$ cat src/hdl/page_mapper_pkg.sv
package page_mapper_pkg;

    // =====================================================
    // widths
    localparam int IP_W        = 12;
    localparam int PHYS_W      = 13;
    localparam int DADDR_W     = 8;
    localparam int DATA_W      = 8;
    localparam int PAGE_W      = 2;

    // =====================================================
    // data space map
    localparam logic [7:0] PAGE_SELECT_ADDR = 8'hca;
    localparam logic [7:0] ROM_WIN_LO       = 8'h40;
    localparam logic [7:0] ROM_WIN_HI       = 8'h7f;

    // =====================================================
    // program space map
    localparam int          PAGE_BIT_POS  = 11;
    localparam logic [1:0]  STATIC_PAGE   = 2'h1;
    localparam logic [1:0]  PAGE_RESET    = 2'h0;
    localparam logic [11:0] IRQ_VEC_LO    = 12'hff0;
    localparam logic [11:0] IRQ_VEC_HI    = 12'hff7;
    localparam logic [11:0] NMI_VEC_LO    = 12'hffc;
    localparam logic [11:0] RESET_VEC_LO  = 12'hffe;

    typedef enum logic [1:0] {
        REGION_USER,
        REGION_IRQ_VEC,
        REGION_NMI_VEC,
        REGION_RESET_VEC
    } region_e;

    typedef struct packed {
        logic [12:0] addr;
        logic        valid;
        logic        in_static;
        region_e     region;
    } fetch_s;

endpackage : page_mapper_pkg

$ cat src/hdl/program_memory_page_mapper.sv
`timescale 1ns/1ps
// What this block does
// - a 12-bit instruction pointer is taken and every fetch goes through the mapper.
// - physical memory is four 2K pages, any of the four switchable into the lower half.
// - pointer bit 11 set always reaches the static page 1.
// - with bit 11 clear the two select bits pick page 0 to 3, other bits ignored.
// - selecting page 1 shows the static page in the lower window too.
// - the select register sits at data address ca and is write-only.
// - the select register resets to page 0 and holds it until software writes it.
// - interrupts, calls and returns leave the select register alone.
// - interrupt, nmi and reset vectors sit at the top of the static page.
// - the nmi input acts on its falling edge only and cannot be masked.
// - data addresses 40 to 7f form a window onto program memory.
module program_memory_page_mapper #(
    parameter int IP_W   = page_mapper_pkg::IP_W,
    parameter int PAGE_W = page_mapper_pkg::PAGE_W
) (
    input  wire logic                 clk,
    input  wire logic                 rst,
    input  wire logic                 fetch_req,
    input  wire logic [11:0]          instruction_pointer,
    input  wire logic                 data_wr,
    input  wire logic                 data_rd,
    input  wire logic [7:0]           data_addr,
    input  wire logic [7:0]           data_wdata,
    input  wire logic                 nmi_n,
    output logic                      mem_req,
    output logic [12:0]               mem_addr,
    output logic                      page_reg_hit,
    output logic                      rom_window_hit,
    output logic                      in_static,
    output page_mapper_pkg::region_e  fetch_region,
    output logic                      nmi_pending
);

    // =====================================================
    // size check
    if (IP_W != page_mapper_pkg::IP_W || PAGE_W != page_mapper_pkg::PAGE_W) begin : gen_size_check
        $error("page mapper serves only a 12-bit pointer and a 2-bit page number");
    end

    // =====================================================
    // decode helpers
    function automatic page_mapper_pkg::region_e region_of(input logic [11:0] ip);
        page_mapper_pkg::region_e r;
        r = page_mapper_pkg::REGION_USER;
        if (ip >= page_mapper_pkg::RESET_VEC_LO) begin
            r = page_mapper_pkg::REGION_RESET_VEC;
        end else if (ip >= page_mapper_pkg::NMI_VEC_LO) begin
            r = page_mapper_pkg::REGION_NMI_VEC;
        end else if (ip >= page_mapper_pkg::IRQ_VEC_LO && ip <= page_mapper_pkg::IRQ_VEC_HI) begin
            r = page_mapper_pkg::REGION_IRQ_VEC;
        end
        return r;
    endfunction : region_of

    function automatic logic [12:0] map_addr(input logic [11:0] ip, input logic [1:0] sel);
        logic [1:0] page;
        page = ip[page_mapper_pkg::PAGE_BIT_POS] ? page_mapper_pkg::STATIC_PAGE : sel;
        return {page, ip[10:0]};
    endfunction : map_addr

    // =====================================================
    // page select register
    logic [1:0] page_select_bits_r;
    logic [1:0] page_select_bits_nxt;
    logic       sel_wr;

    always_comb begin
        sel_wr               = data_wr && data_addr == page_mapper_pkg::PAGE_SELECT_ADDR;
        page_select_bits_nxt = page_select_bits_r;
        if (sel_wr) begin
            page_select_bits_nxt = data_wdata[1:0];
        end
    end

    // only the data write port alters it; no interrupt or call path reaches it
    always_ff @(posedge clk or posedge rst) begin
        if (rst) begin
            page_select_bits_r <= page_mapper_pkg::PAGE_RESET;
        end else begin
            page_select_bits_r <= page_select_bits_nxt;
        end
    end

    // =====================================================
    // fetch mapping
    page_mapper_pkg::fetch_s fetch_r;
    page_mapper_pkg::fetch_s fetch_nxt;
    logic                    page_hit_r;
    logic                    page_hit_nxt;
    logic                    win_hit_r;
    logic                    win_hit_nxt;

    always_comb begin
        fetch_nxt.valid     = fetch_req;
        fetch_nxt.addr      = map_addr(instruction_pointer, page_select_bits_r);
        fetch_nxt.in_static = fetch_nxt.addr[12:11] == page_mapper_pkg::STATIC_PAGE;
        fetch_nxt.region    = instruction_pointer[page_mapper_pkg::PAGE_BIT_POS]
                              ? region_of(instruction_pointer) : page_mapper_pkg::REGION_USER;
        page_hit_nxt        = sel_wr;
        win_hit_nxt         = (data_rd || data_wr) && data_addr >= page_mapper_pkg::ROM_WIN_LO
                              && data_addr <= page_mapper_pkg::ROM_WIN_HI;
    end

    always_ff @(posedge clk or posedge rst) begin
        if (rst) begin
            fetch_r    <= '0;
            page_hit_r <= 1'b0;
            win_hit_r  <= 1'b0;
        end else begin
            fetch_r    <= fetch_nxt;
            page_hit_r <= page_hit_nxt;
            win_hit_r  <= win_hit_nxt;
        end
    end

    // =====================================================
    // nmi falling edge, no mask
    logic nmi_prev_r;
    logic nmi_prev_nxt;
    logic nmi_pend_r;
    logic nmi_pend_nxt;

    always_comb begin
        nmi_prev_nxt = nmi_n;
        nmi_pend_nxt = nmi_prev_r && !nmi_n;
    end

    always_ff @(posedge clk or posedge rst) begin
        if (rst) begin
            nmi_prev_r <= 1'b1;
            nmi_pend_r <= 1'b0;
        end else begin
            nmi_prev_r <= nmi_prev_nxt;
            nmi_pend_r <= nmi_pend_nxt;
        end
    end

    assign mem_req        = fetch_r.valid;
    assign mem_addr       = fetch_r.addr;
    assign in_static      = fetch_r.in_static;
    assign fetch_region   = fetch_r.region;
    assign page_reg_hit   = page_hit_r;
    assign rom_window_hit = win_hit_r;
    assign nmi_pending    = nmi_pend_r;

    // =====================================================
    // checks
    AST_UPPER_STATIC: assert property (@(posedge clk) disable iff (rst)
        fetch_req && instruction_pointer[page_mapper_pkg::PAGE_BIT_POS]
        |=> mem_addr[12:11] == page_mapper_pkg::STATIC_PAGE && mem_addr[10:0] == $past(instruction_pointer[10:0]))
        else $error("upper half not on static page");
    AST_LOWER_SELECT: assert property (@(posedge clk) disable iff (rst)
        fetch_req && !instruction_pointer[page_mapper_pkg::PAGE_BIT_POS]
        |=> mem_addr[12:11] == $past(page_select_bits_r))
        else $error("lower half ignores select bits");
    AST_WRITE_TAKES: assert property (@(posedge clk) disable iff (rst)
        data_wr && data_addr == page_mapper_pkg::PAGE_SELECT_ADDR
        |=> page_select_bits_r == $past(data_wdata[1:0]) && page_reg_hit)
        else $error("page write not stored");
    AST_HOLD: assert property (@(posedge clk) disable iff (rst)
        !(data_wr && data_addr == page_mapper_pkg::PAGE_SELECT_ADDR) |=> $stable(page_select_bits_r))
        else $error("page register changed without write");
    AST_NEW_PAGE: assert property (@(posedge clk) disable iff (rst)
        data_wr && data_addr == page_mapper_pkg::PAGE_SELECT_ADDR
        ##1 fetch_req && !instruction_pointer[page_mapper_pkg::PAGE_BIT_POS]
        |=> mem_addr[12:11] == $past(data_wdata[1:0], 2))
        else $error("new page not applied next fetch");
    AST_NO_PAGE_READ: assert property (@(posedge clk) disable iff (rst)
        data_rd && !data_wr && data_addr == page_mapper_pkg::PAGE_SELECT_ADDR
        |=> !page_reg_hit && $stable(page_select_bits_r))
        else $error("read of page register had an effect");
    AST_STATIC_FLAG: assert property (@(posedge clk) disable iff (rst)
        fetch_req |=> in_static == ($past(instruction_pointer[page_mapper_pkg::PAGE_BIT_POS])
                                    || $past(page_select_bits_r) == page_mapper_pkg::STATIC_PAGE))
        else $error("static flag wrong");
    AST_STATIC_ALIAS: assert property (@(posedge clk) disable iff (rst)
        fetch_req && !instruction_pointer[page_mapper_pkg::PAGE_BIT_POS]
        && page_select_bits_r == page_mapper_pkg::STATIC_PAGE
        |=> mem_addr[12:11] == page_mapper_pkg::STATIC_PAGE && in_static)
        else $error("static page not seen through lower window");
    AST_VECTOR: assert property (@(posedge clk) disable iff (rst)
        fetch_req && instruction_pointer >= page_mapper_pkg::RESET_VEC_LO
        |=> fetch_region == page_mapper_pkg::REGION_RESET_VEC)
        else $error("reset vector region wrong");
    AST_NMI_VECTOR: assert property (@(posedge clk) disable iff (rst)
        fetch_req && instruction_pointer >= page_mapper_pkg::NMI_VEC_LO
        && instruction_pointer < page_mapper_pkg::RESET_VEC_LO
        |=> fetch_region == page_mapper_pkg::REGION_NMI_VEC)
        else $error("nmi vector region wrong");
    AST_IRQ_VECTOR: assert property (@(posedge clk) disable iff (rst)
        fetch_req && instruction_pointer >= page_mapper_pkg::IRQ_VEC_LO
        && instruction_pointer <= page_mapper_pkg::IRQ_VEC_HI
        |=> fetch_region == page_mapper_pkg::REGION_IRQ_VEC)
        else $error("interrupt vector region wrong");
    AST_USER_REGION: assert property (@(posedge clk) disable iff (rst)
        fetch_req && !instruction_pointer[page_mapper_pkg::PAGE_BIT_POS]
        |=> fetch_region == page_mapper_pkg::REGION_USER)
        else $error("lower half fetch marked as vector");
    AST_WINDOW: assert property (@(posedge clk) disable iff (rst)
        data_rd && data_addr >= page_mapper_pkg::ROM_WIN_LO && data_addr <= page_mapper_pkg::ROM_WIN_HI
        |=> rom_window_hit)
        else $error("rom window missed");
    AST_WINDOW_OUT: assert property (@(posedge clk) disable iff (rst)
        data_addr < page_mapper_pkg::ROM_WIN_LO || data_addr > page_mapper_pkg::ROM_WIN_HI
        |=> !rom_window_hit)
        else $error("rom window hit outside its range");
    AST_NMI_EDGE: assert property (@(posedge clk) disable iff (rst)
        nmi_pending |-> $past(nmi_n, 2) && !$past(nmi_n))
        else $error("nmi without falling edge");
    AST_NMI_FALL: assert property (@(posedge clk) disable iff (rst)
        $fell(nmi_n) |=> nmi_pending)
        else $error("nmi falling edge lost");
    AST_NMI_ONCE: assert property (@(posedge clk) disable iff (rst)
        nmi_pending |=> !nmi_pending)
        else $error("nmi pending longer than one cycle");
    AST_FETCH_REQ: assert property (@(posedge clk) disable iff (rst)
        fetch_req |=> mem_req)
        else $error("fetch not forwarded");

    // =====================================================
    // scenario covers
    COV_PAGE3: cover property (@(posedge clk) disable iff (rst) mem_req && mem_addr[12:11] == 2'h3);
    COV_SWITCH: cover property (@(posedge clk) disable iff (rst) page_reg_hit ##1 mem_req && !in_static);
    COV_NMI: cover property (@(posedge clk) disable iff (rst) nmi_pending);
    COV_ALIAS: cover property (@(posedge clk) disable iff (rst) mem_req && in_static && fetch_region == page_mapper_pkg::REGION_USER);
    COV_RESET_VEC: cover property (@(posedge clk) disable iff (rst)
        mem_req && fetch_region == page_mapper_pkg::REGION_RESET_VEC);

endmodule : program_memory_page_mapper

$ cat config.mk
export PLATFORM = sky130hd
export DESIGN_NAME = program_memory_page_mapper
export DESIGN_NICKNAME = d
export VERILOG_FILES = /design/src/hdl/page_mapper_pkg.sv /design/src/hdl/program_memory_page_mapper.sv
export SDC_FILE = /design/constraint.sdc
export NUM_CORES = 1
export LEC_CHECK = 0
export BUFFER_PORTS_ARGS = -buffer_cell sky130_fd_sc_hd__buf_2
export CAP_MARGIN = 20
export CORE_ASPECT_RATIO = 0.7
export CORE_UTILIZATION = 37
export DETAILED_ROUTE_END_ITERATION = 8
export PLACE_DENSITY = 0.75
export SYNTH_ARGS = -nofsm -noshare
export SYNTH_HDL_FRONTEND = slang
export SYNTH_SLANG_ARGS = --single-unit
$ cat constraint.sdc
create_clock -name clk -period 0.82 [get_ports clk]
set_input_delay 0.041 -clock clk [delete_from_list [all_inputs] [get_ports clk]]
set_output_delay 0.041 -clock clk [all_outputs]
set_load 0.05 [all_outputs]
==> reports/results.tsv <==
metric	value	unit
Critical Path Fanout Max	1	
Vias	598	
RePlAce Congestion	0.620	
routed length on met1	623	µm
TritonCTS clock tree	yes	
number of diodes	0	
Worst path max stage delay	0.40	ns
Bufs and invs on worst path	1	
Nets	146	
#FFs+latches synth	23	
vias in the first global route	641	
Slowest cell on crit path	dfrtp_1	
Worst setup SP type	flip-flop	
port bufs	47	
row cnt	12	
Top Metal Used	met4	
Leakage	0.679	nW
core box area	1700	µm²
critical-path cell list	buf_6	
syn_area_per_cell	16.7	µm²
yosys synthesis warning count	0	
post-CTS setup buffers	0	
Slew HR	81.1	%
PD cells	1620	nW/µm²
Top Ports	54	
period utilisation layout	111	%
initial core utilization	42.3	%
Crit path depth	1	
clock transition at the registers of the reported paths	0.12	ns
GRT Residual Overflow	0	
unique cell type count in the Yosys netlist	14	
failing checks	setup timing	
worst skew pair latency	0.31	ns
Setup Skew	0.000688	ns
initial antenna violation count	0	
synthesized instance count	43	
Num CTS Buffers	3	
Crit. End Element	output pin	
Die Area	2120	µm²
initial DRC count	4	
Finished Core Util	79.2	%
Worst VDD drop	1190	µV
WL/cell	13.9	µm
total track usage	20.8	%
clock sinks	23	
area delta synth->final	87.1	%
fillers	108	
worst setup margin	-0.0935	ns
Post-DRT Antenna Nets	0	
Slew @ Worst Pin	0.283	ns
WL met2	1060	µm
Tmin final	0.914	ns
DRT Pass-1 Iters	4	
Hold Crit Class	in -> reg	
Power Total	2.18	mW
status	complete, but fails checks	
root buffer cell	clkbuf_4	
arrival time worst endpoint	0.87	ns
Final Hold Violating Endpoints	0	
hold path depth	3	
share of cells above drive strength 1	47.7	%
Synth Net Count	77	
worst reg2reg path depth	1	
final wirelength	1840	µm
Crit path required time	0.78	ns
Clock Tree Buf Depth	2	
first-pass GRT wire length	2760	µm
RSZ-0062 raised after global routing	yes	
DRC Markers	0	
H-tree depth	1	
worst slack at placement	-0.179	ns
Die H	38.9	µm
DR WL met3	137	µm
delay-heaviest family, CP	flip-flops	
FMAX	1090	MHz
max cap viols	0	
Post-Syn Area	718	µm²
Pins Over Slew Limit	0	
sequential share of the synthesized area	80.3	%
final setup fails	21	
Die Width	54.7	µm
WS Path Type	reg -> out	
largest net degree at the start of global routing	16	
via/cell ratio	4.53	
## power by group
part | internal, mW | switching [mW]
combinational | 0.211 | 0.249
sequential | 1.18 | 0.0228
clock | 0.183 | 0.329
total | 1.58 | 0.601
## layer usage
layer	track usage, %	vias up
met4	7.69	0
met5	0	-
met3	9.80	5
met2	38.9	29
li1	-	277
met1	19.4	287
## path summary, 6_finish.rpt
path / startpoint / to / slack, ns
worst max-delay path: mem_addr[6] / mem_addr[6] / -0.09
worst min-delay path: data_addr[7] / page_reg_hit / 0.06
worst max register to register: page_select_bits_r[1] / page_select_bits_r[1] / 0.04
worst min register to register: page_select_bits_r[0] / mem_addr[11] / 0.50
max in group asynchronous: rst / rom_window_hit / 0.28
min in group asynchronous: rst / mem_req / 0.18
## state kept, by name, summed over array words and instances, names as in the netlist
register / flops
mem_addr: 13
fetch_region: 2
page_select_bits_r: 2
in_static: 1
mem_req: 1
nmi_pending: 1
nmi_prev_r: 1
page_reg_hit: 1
rom_window_hit: 1
## cell type report
class	instances	area, µm²	area share [%]
clock buffers	3	22.5	1.68
multi-input cells	17	139	10.3
flip-flops and latches	23	577	42.9
clock inverters	1	5.00	0.372
inverters	3	11.3	0.838
repair buffers	64	563	41.9
well taps	21	26.3	1.96
## kinds of logic after synthesis
| group | Yosys count | synth area share, % |
|---|---|---|
| AOI/OAI and AO/OA | 1 | 1.05 |
| muxes | 2 | 3.14 |
| buffers and inverters | 3 | 1.57 |
| and+or+nand+nor | 14 | 13.9 |
| DFF | 23 | 80.3 |
## metrics by stage
stage,setup TNS (ns),cell area (µm²),instances,hold slack (ns)
3_3_place_gp,-0.279,1010,113,-0.0225
5_1_grt,-2.45,1340,132,0.0532
6_report,-1.60,1340,132,0.0612
2_1_floorplan,-0.0267,718,43,0.0422
4_1_cts,-1.57,1360,137,0.0179
3_5_place_dp,-0.345,1010,113,-0.0195
## cell usage after synthesis, drive strengths merged
cell type,instances,area [µm²]
nor3,1,5.00
nor3b,2,26.3
mux2,2,22.5
nor2,3,11.3
and4bb,1,12.5
dfstp,1,26.3
dfrtp,22,551
nor2b,2,12.5
inv,3,11.3
nand2,2,7.51
a211oi,1,7.51
nand4,3,25.0
## cell usage in the layout (no fill, tap or decap)
cell / netlist / final
dfrtp_1: 22 / 22
buf_2: 0 / 22
dlygate4sd3_1: 0 / 20
buf_6: 0 / 20
nor2_1: 3 / 3
inv_1: 3 / 3
clkbuf_4: 0 / 3
nand2_1: 2 / 2
nand4_1: 2 / 2
nor2b_1: 2 / 2
a211oi_2: 0 / 1
nor3_1: 1 / 1
and4bb_1: 1 / 1
nor3b_4: 1 / 1
nand4_2: 1 / 1
nor3b_1: 1 / 1
mux2_1: 2 / 1
mux2_4: 0 / 1
clkinv_2: 0 / 1
dfstp_2: 1 / 1
buf_12: 0 / 1
buf_4: 0 / 1
## repair_timing
action | in CTS | in global routing
endpoints found under the hold margin | 45 | 0
pin swaps | 0 | 2
resized for setup | 40 | 2
endpoints found under the setup margin | 20 | 23
hold buffers | 20 | 0
Note: power is estimated with default switching activity, not from simulation.
